<file path="config.mk">
export PLATFORM = sky130hd
export DESIGN_NAME = ebm_bus
export DESIGN_NICKNAME = d
export VERILOG_FILES = /design/src/verilog/ebm_pkg.sv /design/src/verilog/ebm_bus.sv
export SDC_FILE = /design/constraint.sdc
export NUM_CORES = 1
export LEC_CHECK = 0
export BUFFER_PORTS_ARGS = -buffer_cell sky130_fd_sc_hd__buf_2
export CAP_MARGIN = 0
export CELL_PAD_IN_SITES_DETAIL_PLACEMENT = 0
export CELL_PAD_IN_SITES_GLOBAL_PLACEMENT = 1
export CORE_UTILIZATION = 36
export CTS_CLUSTER_SIZE = 20
export DETAILED_ROUTE_END_ITERATION = 10
export MAX_ROUTING_LAYER = met4
export PLACE_DENSITY_LB_ADDON = 0.1
export REMOVE_ABC_BUFFERS = 1
export SLEW_MARGIN = 20
export SYNTH_ARGS = -nofsm -noshare
export SYNTH_HDL_FRONTEND = slang
export SYNTH_SLANG_ARGS = --single-unit
</file>
<file path="constraint.sdc">
create_clock -name CLK -period 2.75 [get_ports CLK]
set_input_delay 0.55 -clock CLK [delete_from_list [all_inputs] [get_ports CLK]]
set_output_delay 0.55 -clock CLK [all_outputs]
set_load 0.02 [all_outputs]
</file>
<file path="src/verilog/ebm_pkg.sv">
// External bus controller package: memory map, timing, carrier types.
// Assumes a 200 MHz system clock and a 24-bit flat address space.
package ebm_pkg;

    // Flat 24-bit address space bounds
    localparam int          ADDR_W   = 24;
    localparam logic [23:0] PERI_HI  = 24'h0003FF;
    localparam logic [23:0] RAM_LO   = 24'h000400;
    localparam logic [23:0] SPV_LO   = 24'hFFFE00;
    localparam logic [23:0] SPV_HI   = 24'hFFFFDB;
    localparam logic [23:0] FIXV_LO  = 24'hFFFFDC;
    localparam logic [23:0] ADDR_TOP = 24'hFFFFFF;

    // Default sizes of memories and the relocatable table
    localparam logic [23:0] RAM_BYTES_DEF  = 24'h002800;
    localparam logic [23:0] ROM_BYTES_DEF  = 24'h020000;
    localparam logic [23:0] VTAB_BYTES_DEF = 24'h000100;
    localparam logic [23:0] DRAM_LO_DEF    = 24'h400000;
    localparam logic [23:0] DRAM_HI_DEF    = 24'h7FFFFF;

    // Field positions on the pins
    localparam int TOP_BIT  = 23;
    localparam int CS_MSB   = 23;
    localparam int CS_LSB   = 22;
    localparam int ROW_LSB  = 9;
    localparam int COL_LSB  = 1;
    localparam int MUX_W    = 8;

    // Timing: figures in ns, counts derived from the clock period
    localparam int CLK_NS        = 5;
    localparam int STROBE_MIN_NS = 10;
    localparam int ROW_MIN_NS    = 10;
    localparam int STROBE_CYC    = (STROBE_MIN_NS + CLK_NS - 1) / CLK_NS;
    localparam int ROW_CYC       = (ROW_MIN_NS + CLK_NS - 1) / CLK_NS;
    localparam int CNT_W         = 3;

    typedef enum logic { EBM_SEPARATE, EBM_COMMON } ebm_strobe_mode_t;

    typedef enum logic [2:0] {
        ST_IDLE, ST_ADDR, ST_STRB, ST_ROW, ST_COL, ST_END, ST_HOLD
    } ebm_state_t;

    typedef struct packed {
        logic [23:0] addr;
        logic [15:0] wdata;
        logic        write;
        logic        word;
    } ebm_req_t;

    typedef struct packed {
        logic periph;
        logic ram;
        logic rom;
        logic fixed_vec;
        logic special_vec;
        logic reloc_vec;
        logic dram;
        logic external;
    } ebm_region_t;

    typedef struct packed {
        logic [15:0] addr_low;
        logic [7:0]  addr_high;
        logic        addr_oe_n;
        logic [15:0] data_out;
        logic        data_oe_n;
        logic        low_byte_write_strobe_n;
        logic        high_byte_write_strobe_n;
        logic        read_strobe_n;
        logic        addr_latch;
        logic [3:0]  space_select_lines_n;
        logic        dram_row_strobe_n;
        logic        column_strobe_even_n;
        logic        column_strobe_odd_n;
        logic        dram_write_strobe_n;
        logic [7:0]  dram_mux_address;
        logic        bus_grant_out_n;
    } ebm_pins_t;

endpackage : ebm_pkg
</file>
<file path="src/verilog/ebm_bus.sv">
// External bus controller: strobes, hold, wait, DRAM phases, address map.
// Assumes bus inputs synchronous to CLK and one request at a time.
`timescale 1ns/100ps
module ebm_bus #(
    parameter logic [23:0] RAM_BYTES  = ebm_pkg::RAM_BYTES_DEF,
    parameter logic [23:0] ROM_BYTES  = ebm_pkg::ROM_BYTES_DEF,
    parameter logic [23:0] VTAB_BYTES = ebm_pkg::VTAB_BYTES_DEF,
    parameter logic [23:0] DRAM_LO    = ebm_pkg::DRAM_LO_DEF,
    parameter logic [23:0] DRAM_HI    = ebm_pkg::DRAM_HI_DEF
) (
    input  wire logic                      CLK,
    input  wire logic                      RESETN,
    input  wire ebm_pkg::ebm_strobe_mode_t STROBE_MODE,
    input  wire logic                      VECTOR_BASE_WE,
    input  wire logic [23:0]               VECTOR_BASE_IN,
    output      logic [23:0]               VECTOR_TABLE_BASE,
    input  wire logic                      REQ_VALID,
    output      logic                      REQ_READY,
    input  wire ebm_pkg::ebm_req_t         REQ,
    output      ebm_pkg::ebm_region_t      REGION,
    output      logic                      RSP_VALID,
    output      logic [15:0]               RSP_DATA,
    input  wire logic                      HOLD_REQ_N,
    input  wire logic                      WAIT_REQ_N,
    input  wire logic [15:0]               DATA_IN,
    output      ebm_pkg::ebm_pins_t        BUS_PINS
);

    typedef struct packed {
        ebm_pkg::ebm_state_t              state;
        logic [ebm_pkg::CNT_W-1:0]        cnt;
        ebm_pkg::ebm_req_t                req;
        logic                             dram;
        logic                             second;
        logic [23:0]                      vbase;
        logic                             rsp;
        logic [15:0]                      rdata;
        ebm_pkg::ebm_pins_t               pins;
    } ebm_core_t;

    ebm_core_t s;
    ebm_core_t next_s;
    logic [23:0] a;
    logic        odd;
    logic        split;
    logic        common;

    // address decode over the request address
    assign a = REQ.addr;
    always_comb begin
        REGION.periph      = (a <= ebm_pkg::PERI_HI);
        REGION.ram         = (a >= ebm_pkg::RAM_LO) &&
                             (a < ebm_pkg::RAM_LO + RAM_BYTES);
        REGION.rom         = (a >= ebm_pkg::ADDR_TOP - ROM_BYTES + 24'h000001);
        REGION.fixed_vec   = (a >= ebm_pkg::FIXV_LO);
        REGION.special_vec = (a >= ebm_pkg::SPV_LO) && (a <= ebm_pkg::SPV_HI);
        REGION.reloc_vec   = (a >= s.vbase) && (a < s.vbase + VTAB_BYTES);
        REGION.dram        = (a >= DRAM_LO) && (a <= DRAM_HI);
        REGION.external    = !(REGION.periph || REGION.ram || REGION.rom);
    end

    assign REQ_READY         = (s.state == ebm_pkg::ST_IDLE) && HOLD_REQ_N;
    assign RSP_VALID         = s.rsp;
    assign RSP_DATA          = s.rdata;
    assign VECTOR_TABLE_BASE = s.vbase;
    assign BUS_PINS          = s.pins;
    assign common            = (STROBE_MODE == ebm_pkg::EBM_COMMON);
    assign odd               = s.req.addr[0];
    // Common scheme splits a non-DRAM word into two byte cycles on an 8-bit bus
    assign split             = common && s.req.word && !s.dram;

    // Next state and registered pin values
    always_comb begin
        next_s     = s;
        next_s.rsp = 1'b0;
        if (VECTOR_BASE_WE) begin
            next_s.vbase = VECTOR_BASE_IN;
        end
        case (s.state)
            ebm_pkg::ST_IDLE: begin
                // hold wins over a new request when idle
                if (!HOLD_REQ_N) begin
                    next_s.state = ebm_pkg::ST_HOLD;
                end else if (REQ_VALID) begin
                    next_s.req    = REQ;
                    next_s.dram   = REGION.dram;
                    next_s.second = 1'b0;
                    next_s.rdata  = 16'h0000;
                    next_s.cnt    = '0;
                    if (!REGION.external) begin
                        next_s.rsp = 1'b1; // Internal space: no strobe or select activity
                    end else if (REGION.dram) begin
                        next_s.state = ebm_pkg::ST_ROW;
                    end else begin
                        next_s.state = ebm_pkg::ST_ADDR;
                    end
                end
            end
            ebm_pkg::ST_ADDR: begin
                next_s.state = ebm_pkg::ST_STRB;
            end
            ebm_pkg::ST_ROW: begin
                next_s.cnt = s.cnt + 1'b1;
                // row phase lasts before the columns
                if (s.cnt == ebm_pkg::CNT_W'(ebm_pkg::ROW_CYC - 1)) begin
                    next_s.cnt   = '0;
                    next_s.state = ebm_pkg::ST_COL;
                end
            end
            ebm_pkg::ST_STRB, ebm_pkg::ST_COL: begin
                if (s.cnt != ebm_pkg::CNT_W'(ebm_pkg::STROBE_CYC - 1)) begin
                    next_s.cnt = s.cnt + 1'b1;
                // wait request holds the access open
                end else if (WAIT_REQ_N) begin
                    next_s.state = ebm_pkg::ST_END;
                    if (s.req.write) begin
                        next_s.rdata = s.rdata;
                    end else if (split) begin
                        if (s.second) begin
                            next_s.rdata[15:8] = DATA_IN[7:0];
                        end else begin
                            next_s.rdata[7:0] = DATA_IN[7:0];
                        end
                    end else if (s.req.word) begin
                        next_s.rdata = DATA_IN;
                    end else if (odd && !common) begin
                        next_s.rdata = {8'h00, DATA_IN[15:8]};
                    end else begin
                        next_s.rdata = {8'h00, DATA_IN[7:0]};
                    end
                end
            end
            ebm_pkg::ST_END: begin
                next_s.cnt = '0;
                // second byte cycle of a split word
                if (split && !s.second) begin
                    next_s.second      = 1'b1;
                    next_s.req.addr[0] = 1'b1;
                    next_s.state       = ebm_pkg::ST_ADDR;
                end else begin
                    next_s.rsp   = 1'b1;
                    next_s.state = ebm_pkg::ST_IDLE;
                end
            end
            ebm_pkg::ST_HOLD: begin
                if (HOLD_REQ_N) begin
                    next_s.state = ebm_pkg::ST_IDLE;
                end
            end
            default: begin
                next_s.state = ebm_pkg::ST_IDLE;
            end
        endcase

        // Pin values for the coming cycle, all strobes inactive by default
        next_s.pins = '1;
        next_s.pins.addr_latch = 1'b0;
        next_s.pins.data_out   = 16'h0000;
        next_s.pins.addr_oe_n  = 1'b0;
        // eight high bits, top bit inverted
        next_s.pins.addr_low   = next_s.req.addr[15:0];
        next_s.pins.addr_high  = next_s.req.addr[23:16];
        next_s.pins.addr_high[7] = ~next_s.req.addr[ebm_pkg::TOP_BIT];
        next_s.pins.dram_mux_address = next_s.req.addr[ebm_pkg::ROW_LSB +:
                                                       ebm_pkg::MUX_W];
        case (next_s.state)
            ebm_pkg::ST_HOLD: begin
                next_s.pins.addr_oe_n       = 1'b1;
                next_s.pins.bus_grant_out_n = 1'b0;
            end
            ebm_pkg::ST_ADDR, ebm_pkg::ST_STRB: begin
                // one select per quarter of the space
                next_s.pins.space_select_lines_n[
                    next_s.req.addr[ebm_pkg::CS_MSB:ebm_pkg::CS_LSB]] = 1'b0;
                // latch pulse in the address phase
                next_s.pins.addr_latch = (next_s.state == ebm_pkg::ST_ADDR);
            end
            ebm_pkg::ST_ROW, ebm_pkg::ST_COL: begin
                next_s.pins.dram_row_strobe_n = 1'b0;
            end
            default: begin
                next_s.pins.addr_oe_n = 1'b0;
            end
        endcase
        if (next_s.state == ebm_pkg::ST_STRB) begin
            if (!next_s.req.write) begin
                next_s.pins.read_strobe_n = 1'b0;
            end else if (common) begin
                // common write strobe, data on low lane
                next_s.pins.low_byte_write_strobe_n = 1'b0;
                next_s.pins.data_oe_n               = 1'b0;
                next_s.pins.data_out = {8'h00, next_s.second ?
                    next_s.req.wdata[15:8] : next_s.req.wdata[7:0]};
            end else begin
                next_s.pins.data_oe_n = 1'b0;
                next_s.pins.low_byte_write_strobe_n =
                    next_s.req.addr[0] && !next_s.req.word;
                next_s.pins.high_byte_write_strobe_n =
                    !next_s.req.addr[0] && !next_s.req.word;
                next_s.pins.data_out = next_s.req.word ? next_s.req.wdata :
                    {next_s.req.wdata[7:0], next_s.req.wdata[7:0]};
            end
            // upper byte enable marks odd access
            if (common) begin
                next_s.pins.high_byte_write_strobe_n = !next_s.req.addr[0];
            end
        end
        if (next_s.state == ebm_pkg::ST_COL) begin
            next_s.pins.dram_mux_address = next_s.req.addr[ebm_pkg::COL_LSB +:
                                                           ebm_pkg::MUX_W];
            next_s.pins.column_strobe_even_n =
                next_s.req.addr[0] && !next_s.req.word;
            next_s.pins.column_strobe_odd_n =
                !next_s.req.addr[0] && !next_s.req.word;
            // DRAM write strobe only for writes
            next_s.pins.dram_write_strobe_n = !next_s.req.write;
            next_s.pins.data_oe_n           = !next_s.req.write;
            next_s.pins.data_out            = next_s.req.wdata;
        end
    end

    // State register
    always_ff @(posedge CLK or negedge RESETN) begin
        if (!RESETN) begin
            s                        <= '0;
            s.pins                   <= '1;
            s.pins.addr_latch        <= 1'b0;
            s.pins.addr_low          <= 16'h0000;
            s.pins.addr_high         <= 8'h80;
            s.pins.data_out          <= 16'h0000;
            s.pins.dram_mux_address  <= 8'h00;
        end else begin
            s <= next_s;
        end
    end
endmodule : ebm_bus

</file>
==> results_dict.tcl, run 1 <==
set metrics [dict create \
    slew_viol_final 0 \
    cts_tree "built" \
    fin_crit_sh_pct 121.7 \
    num_io_pins 202 \
    crit_slowest_cell "dfrtp_1" \
    startpoint "VECTOR_TABLE_BASE[9]" \
    syn_inst 770 \
    area_growth_pct 23.20 \
    ys_types 65 \
    max_freq_ghz 0.2987 \
    drt_iter0_drc 240 \
    r2r-start "s[152]" \
    antenna_found_initial 1 \
    grt_overflow_total 0 \
    hp-class "primary input to async pin" \
    coreArea_sq_um 20430 \
    n_fill_cell 2034 \
    dieArea_sq_um 21600 \
    num_rows 52 \
    hold_viol 0 \
    vias_per_cell 4.817 \
    drive_gt1_share_pct 39.53 \
    synth_area_sq_um 7566 \
    synthFlopType "dfrtp_1" \
    dp_hpwl_mm 15.81 \
    end_kind "output port" \
    yosys.area.top_type "dfrtp_1" \
    layout.cells.non_filler 1217 \
    pwr_density_cell_nw_per_um2 984.1 \
    critical_path_required_ps 2200 \
    postSynthAreaPerCell_sq_um 9.826 \
    drc_errors 0 \
    clk_latency_ps 420 \
    leakagePower_nw 4.658 \
    post_drt_wl_per_cell_microns 17.04 \
    gp_congestion 0.8379 \
    status "finished, violations left" \
    cp_cell_sequence "ha_4 > nand3_4 > nor3_4 > nand2_2 > nor3_2 > xnor2_1 > ha_1 > a21o_1 > a211oi_2 > o21ai_1 > a21oi_2 > buf_6" \
    arrival_ps 2800 \
    tns_ps -597.3 \
    ys_seq_area_share_pct 43.58 \
    period_minus_slack_ps 3347 \
    path_clk_slew_ps 60 \
    synth_edf_count 0 \
    violations "setup timing" \
    holdBufCountCts 0 \
    tightest_slew_ps 779.0 \
    dieWidth_microns 147.0 \
    relSlewSlack_pct 48.07 \
    initial_utilization_pct 37.03 \
    clock_skew_ps 9.387 \
    setup_slack_ps -597.3 \
    yosys-top-cells-area "dfrtp_1 38%, buf_4 10%, ha_1 7.1%" \
    finalSetupViolations 1 \
    numClockSinks 131 \
    post-place-ws_ps -505.0 \
    die_h_microns 147.0 \
    clockRootBuffer "clkbuf_16" \
    cap_violations 0 \
    final_nets 1065 \
    path_class "flip-flop to output port" \
    htreeDepth 4 \
    cp-start-kind "flip-flop" \
    clk_path_buf_depth 2 \
    ys_warn_count 0 \
    grt_pass1_vias 6160 \
    ir_drop_uv 451.8 \
    vias 5862 \
    grt_use_total_pct 20.30 \
    final_util_pct 45.63 \
    drt-total-wl_mm 20.74 \
    ant_nets 0 \
    fin_hold_ws_ps 114.6 \
    synth_most_common_cell "dfrtp_1" \
    total_power_mw 9.173 \
    cts_made_buffers 17 \
    path_max_fanout 3 \
    async_reset_ff_share_pct 100.0 \
    yosys.area.top_type_share_pct 38.37 \
    rrSetupSlack_ps 390 \
    place_area_sq_um 8503 \
    finalInstanceArea_sq_um 9321 \
    grt_pass1_wl_mm 32.78 \
    ys_top_cells_by_count "116 x dfrtp_1, 106 x nand2_1, 103 x buf_4" \
    dr.pass1.iters 4 \
    io_buffers 201 \
    cpPeakStageDelay_ps 440 \
    placedCellCount 1174 \
    rsz0062_at_grt "true" \
    ys_ff_latch 131 \
    grt_start_max_net_pins 66 \
]
-- final timing paths --
path | end | cells past startpoint
setup / recovery | REGION[2] | 12
hold / removal | VECTOR_TABLE_BASE[7] | 1
setup reg to reg | BUS_PINS[3] | 7
hold reg to reg | BUS_PINS[46] | 1
max in group asynchronous | BUS_PINS[15] | 2
min in group CLK | VECTOR_TABLE_BASE[6] | 3
-- state kept, by name, indices dropped and copies added (netlist names) --
signal / cells
BUS_PINS: 62
RSP_DATA: 16
RSP_VALID: 1
VECTOR_TABLE_BASE: 24
s: 28
-- cells in the final DEF (no fill, tap or decap), types with 13 or more instances in the layout --
| cell type | count |
|---|---|
| o22ai_1 | 16 |
| dfstp_2 | 15 |
| a21oi_1 | 20 |
| clkbuf_16 | 17 |
| buf_2 | 199 |
| o21ai_0 | 42 |
| xnor2_1 | 13 |
| nor2_1 | 30 |
| mux2_2 | 14 |
| inv_1 | 55 |
| nand2_1 | 105 |
| buf_4 | 68 |
| mux2i_1 | 35 |
| ha_1 | 42 |
| dfrtp_1 | 116 |
-- timing repair --
action,4_1_cts,5_1_grt
buffers inserted,10,1
gates resized for setup,27,3
pin swaps,14,4
endpoints found under the setup margin,1,1
-- area by class of cell --
type	instances	area, sq um	share of cell area [%]
inverters	56	210.2	2.255
clock inverters	12	143.9	1.544
multi-input cells	456	3304	35.45
diodes	1	2.502	0.02685
flip-flops and latches	131	3297	35.37
repair buffers	271	1569	16.83
clock buffers	20	456.7	4.899
well taps	270	337.8	3.624
-- routing by layer --
layer	part of all wire [%]	vias up	track usage (%)
met3	5.7	13	4.565
met5	0	-	-
met4	0.84	0	4.845
met1	45	2828	25.97
li1	-	2861	-
met2	48	160	32.63
-- logic make-up (layout without fill, tap and decap cells) --
family	Yosys count	count (layout)	synth area share [%]
simple gates	216	216	14.16
buf+inv	183	359	14.59
flops	131	131	43.58
compound gates	128	128	11.18
mux	53	53	7.508
fa+ha+maj	44	44	7.260
xor+xnor	15	15	1.736
other cells	0	1	0
-- power by group --
| group | total [mW] | internal, mW | switching [mW] |
|---|---|---|---|
| Combinational | 3.82 | 1.45 | 2.37 |
| Sequential | 3.05 | 2.66 | 0.388 |
| Clock | 2.31 | 1.40 | 0.907 |
-- critical path: cells and delay by family (launching register included) --
family	cells	cell delay [ps]
AOI/OAI and AO/OA	4	650
and+or+nand+nor	4	530
adders and majority gates	2	460
DFF	1	440
xor gates and xnor gates	1	160
buffers and inverters	1	140
No activity file was read; power rests on OpenSTA's default activity.
==> run 2, diff against run 1 <==
--- a/config.mk
+++ b/config.mk
@@ -5,15 +5,14 @@
 export SDC_FILE = /design/constraint.sdc
 export NUM_CORES = 1
 export LEC_CHECK = 0
+export ABC_AREA = 1
 export BUFFER_PORTS_ARGS = -buffer_cell sky130_fd_sc_hd__buf_2
 export CAP_MARGIN = 0
-export CELL_PAD_IN_SITES_DETAIL_PLACEMENT = 0
-export CELL_PAD_IN_SITES_GLOBAL_PLACEMENT = 1
-export CORE_UTILIZATION = 36
+export CORE_UTILIZATION = 49
 export CTS_CLUSTER_SIZE = 20
 export DETAILED_ROUTE_END_ITERATION = 10
 export MAX_ROUTING_LAYER = met4
-export PLACE_DENSITY_LB_ADDON = 0.1
+export PLACE_DENSITY = 0.78
 export REMOVE_ABC_BUFFERS = 1
 export SLEW_MARGIN = 20
 export SYNTH_ARGS = -nofsm -noshare
==> run 2 against run 1 <==
The flow still finishes with violations (setup timing). Worst hold slack worse by 20 ps. Combinational power grew 15%. Die area decreased by 23%. Clock-buffer cell count is 1 lower. First-iteration DRC count rose by 60%. Power increased by 5.4%. Register-to-register slack better by 80 ps. Sequential share of layout area rose by 0.48 points. Setup slack lost 240 ps. Flip-flop and latch count did not move. Clock power hardly changed. Synthesized cell count up 28%. Critical path type unchanged. Critical endpoint unchanged. Largest cell class is now flip-flops and latches. Highest routed layer unchanged.
==> results_dict.tcl, run 2 <==
set metrics [dict create \
    drive_gt1_share_pct 29.02 \
    io_buffers 201 \
    area_growth_pct 15.96 \
    syn_inst 984 \
    fin_crit_sh_pct 130.4 \
    cp-start-kind "flip-flop" \
    dieWidth_microns 129.2 \
    most-common-layout-cells "234 x nand2_1, 199 x buf_2, 116 x dfrtp_1" \
    postSynthAreaPerCell_sq_um 8.060 \
    n_fill_cell 1418 \
    grt_start_max_net_pins 59 \
    synth_compound_area_share_pct 10.87 \
    setup_slack_ps -837.4 \
    rrSetupSlack_ps 470 \
    layout_commonest_cell "nand2_1" \
    rsz0062_at_grt "true" \
    fin_hold_ws_ps 94.65 \
    synthFlopType "dfrtp_1" \
    pwr_density_cell_nw_per_um2 1051 \
    final_nets 1246 \
    ys_top_cells_by_count "234 x nand2_1, 116 x dfrtp_1, 104 x buf_4" \
    drt_iter0_drc 385 \
    ys_ff_latch 131 \
    synth_fa_ha_area_share_pct 6.783 \
    synthSimpleGateAreaFrac_pct 21.09 \
    period_minus_slack_ps 3587 \
    violations "setup timing" \
    cp_cell_sequence "ha_1 > nand3_1 > nor2_1 > nand2_1 > nor3_2 > nand2_1 > nor2_2 > nand3_1 > xor2_1 > ha_1 > nand2_1 > nor2_2 > nand4_1 > inv_1 > nand2_1 > nand2_1 > a21oi_2 > nand2_1 > inv_1 > buf_4" \
    vias 6608 \
    clock_skew_ps 9.394 \
    slew_viol_final 0 \
    antenna_found_initial 0 \
    yosys-mux-area-fraction_pct 0.7730 \
    synth_edf_count 0 \
    ys_seq_area_share_pct 41.57 \
    path_class "flip-flop to output port" \
    grt_pass1_vias 6226 \
    path_max_fanout 3 \
    gp_congestion 0.9053 \
    ys_warn_count 0 \
    drt-total-wl_mm 19.26 \
    async_reset_ff_share_pct 100.0 \
    post_drt_wl_per_cell_microns 14.34 \
    synth-xor-area-share_pct 1.546 \
    ant_nets 0 \
    ir_drop_uv 631.7 \
    yosys.area.top_type "dfrtp_1" \
    largest_reg_flops 62 \
    ys_types 40 \
    arrival_ps 3040 \
    grt_pass1_wl_mm 30.48 \
    initial_utilization_pct 50.11 \
    hold_viol 0 \
    grt_overflow_total 0 \
    tightest_slew_ps 753.0 \
    status "finished, violations left" \
    drc_errors 0 \
    cpPeakStageDelay_ps 380 \
    yosys.area.top_type_share_pct 36.60 \
    post-place-ws_ps -416.4 \
    crit_top_cell "nand2_1" \
    holdBufCountCts 0 \
    coreArea_sq_um 15830 \
    htreeDepth 4 \
    end_kind "output port" \
    dr.pass1.iters 5 \
    path_clk_slew_ps 60 \
    crit_slowest_cell "dfrtp_1" \
    max_freq_ghz 0.2788 \
    leakagePower_nw 4.962 \
    numClockSinks 131 \
    synth_most_common_cell "nand2_1" \
    synth_top_family_by_area "simple AND/OR/NAND/NOR gates" \
    yosys-top-cells-area "dfrtp_1 37%, nand2_1 11%, buf_4 9.8%" \
    vias_per_cell 4.920 \
    synth_area_sq_um 7931 \
    clk_path_buf_depth 2 \
    clk_latency_ps 420 \
    num_rows 46 \
    dp_hpwl_mm 14.45 \
    finalSetupViolations 1 \
    dieArea_sq_um 16700 \
    cts_made_buffers 17 \
    cts_tree "built" \
    hp-class "primary input to async pin" \
    critical_path_required_ps 2200 \
    relSlewSlack_pct 49.79 \
    clockRootBuffer "clkbuf_16" \
    cap_violations 0 \
    diodes 0 \
    grt_use_total_pct 24.56 \
    num_io_pins 202 \
    die_h_microns 129.2 \
]
## run 2: cell count changes in the layout (fill, tap and decap cells not counted), sizes merged, moves of 17 or more
cell and change:
nand2 +131, nor2 +48, inv +54, mux2i -30, buf -30, o21ai +57
mux2 -17, nand3 +35
## run 2: cell families (layout without fill, tap and decap cells)
group           after synthesis  after routing
compound gates              154            154
xor+xnor                     14             14
fa+ha+maj                    43             43
buf+inv                     239            382
flops                       131            131
mux                           6              6
simple gates                397            397
## run 2: routing by layer
| metal | part of all wire [%] | GRT usage (%) |
|---|---|---|
| met1 | 43 | 29.76 |
| met3 | 6.4 | 5.698 |
| met5 | 0 | - |
| met4 | 1.8 | 8.374 |
| met2 | 49 | 40.23 |
## run 2: area by class of cell
type | instances | area (sq um) | area share [%]
clock inverters | 13 | 147.6 | 1.605
repair buffers | 241 | 1328 | 14.43
inverters | 109 | 414.1 | 4.503
clock buffers | 19 | 452.9 | 4.924
flip-flops and latches | 131 | 3297 | 35.85
multi-input cells | 614 | 3288 | 35.75
well taps | 216 | 270.3 | 2.938
## run 2: worst paths after layout
path	end	startpoint	cells after the start
max	REGION[2]	VECTOR_TABLE_BASE[8]	20
min	RSP_DATA[12]	RESETN	1
max reg2reg	BUS_PINS[19]	s[152]	8
min reg2reg	BUS_PINS[43]	BUS_PINS[43]	2
max in group asynchronous	BUS_PINS[10]	RESETN	2
min in group CLK	VECTOR_TABLE_BASE[4]	VECTOR_BASE_IN[4]	3
## run 2: stage by stage
| stage | power (mW) | utilization (%) | area [sq um] | std cells | TNS, ps |
|---|---|---|---|---|---|
| after floorplan | 5.913 | - | 6968 | 854 | -352.4 |
| after global placement | 7.297 | 54.06 | 8556 | 1310 | -340.7 |
| after detailed placement | 7.384 | 54.06 | 8556 | 1310 | -416.4 |
| after CTS | 9.723 | 58.02 | 9184 | 1343 | -797.2 |
| after global routing | 10.37 | 58.11 | 9198 | 1343 | -1160 |
| final | 9.670 | 58.11 | 9198 | 1343 | -837.4 |
## run 2: worst max-delay path, delay by kind of cell (launching register included)
| family | cells | cell delay (ps) |
|---|---|---|
| buf+inv | 3 | 290 |
| fa+ha+maj | 2 | 470 |
| flops | 1 | 380 |
| xor+xnor | 1 | 160 |
| compound gates | 1 | 40 |
| simple gates | 13 | 1300 |
## run 2: repair_timing
item,4_1_cts,5_1_grt
pin swaps,0,2
resized for setup,5,4
setup endpoints to repair,1,1
setup buffers,1,0
## run 2: report_power, final
group | internal, mW | total (mW) | switching, mW
Sequential | 2.65 | 2.96 | 0.311
Clock | 1.40 | 2.30 | 0.901
Combinational | 1.39 | 4.41 | 3.02
Total | 5.44 | 9.67 | 4.23
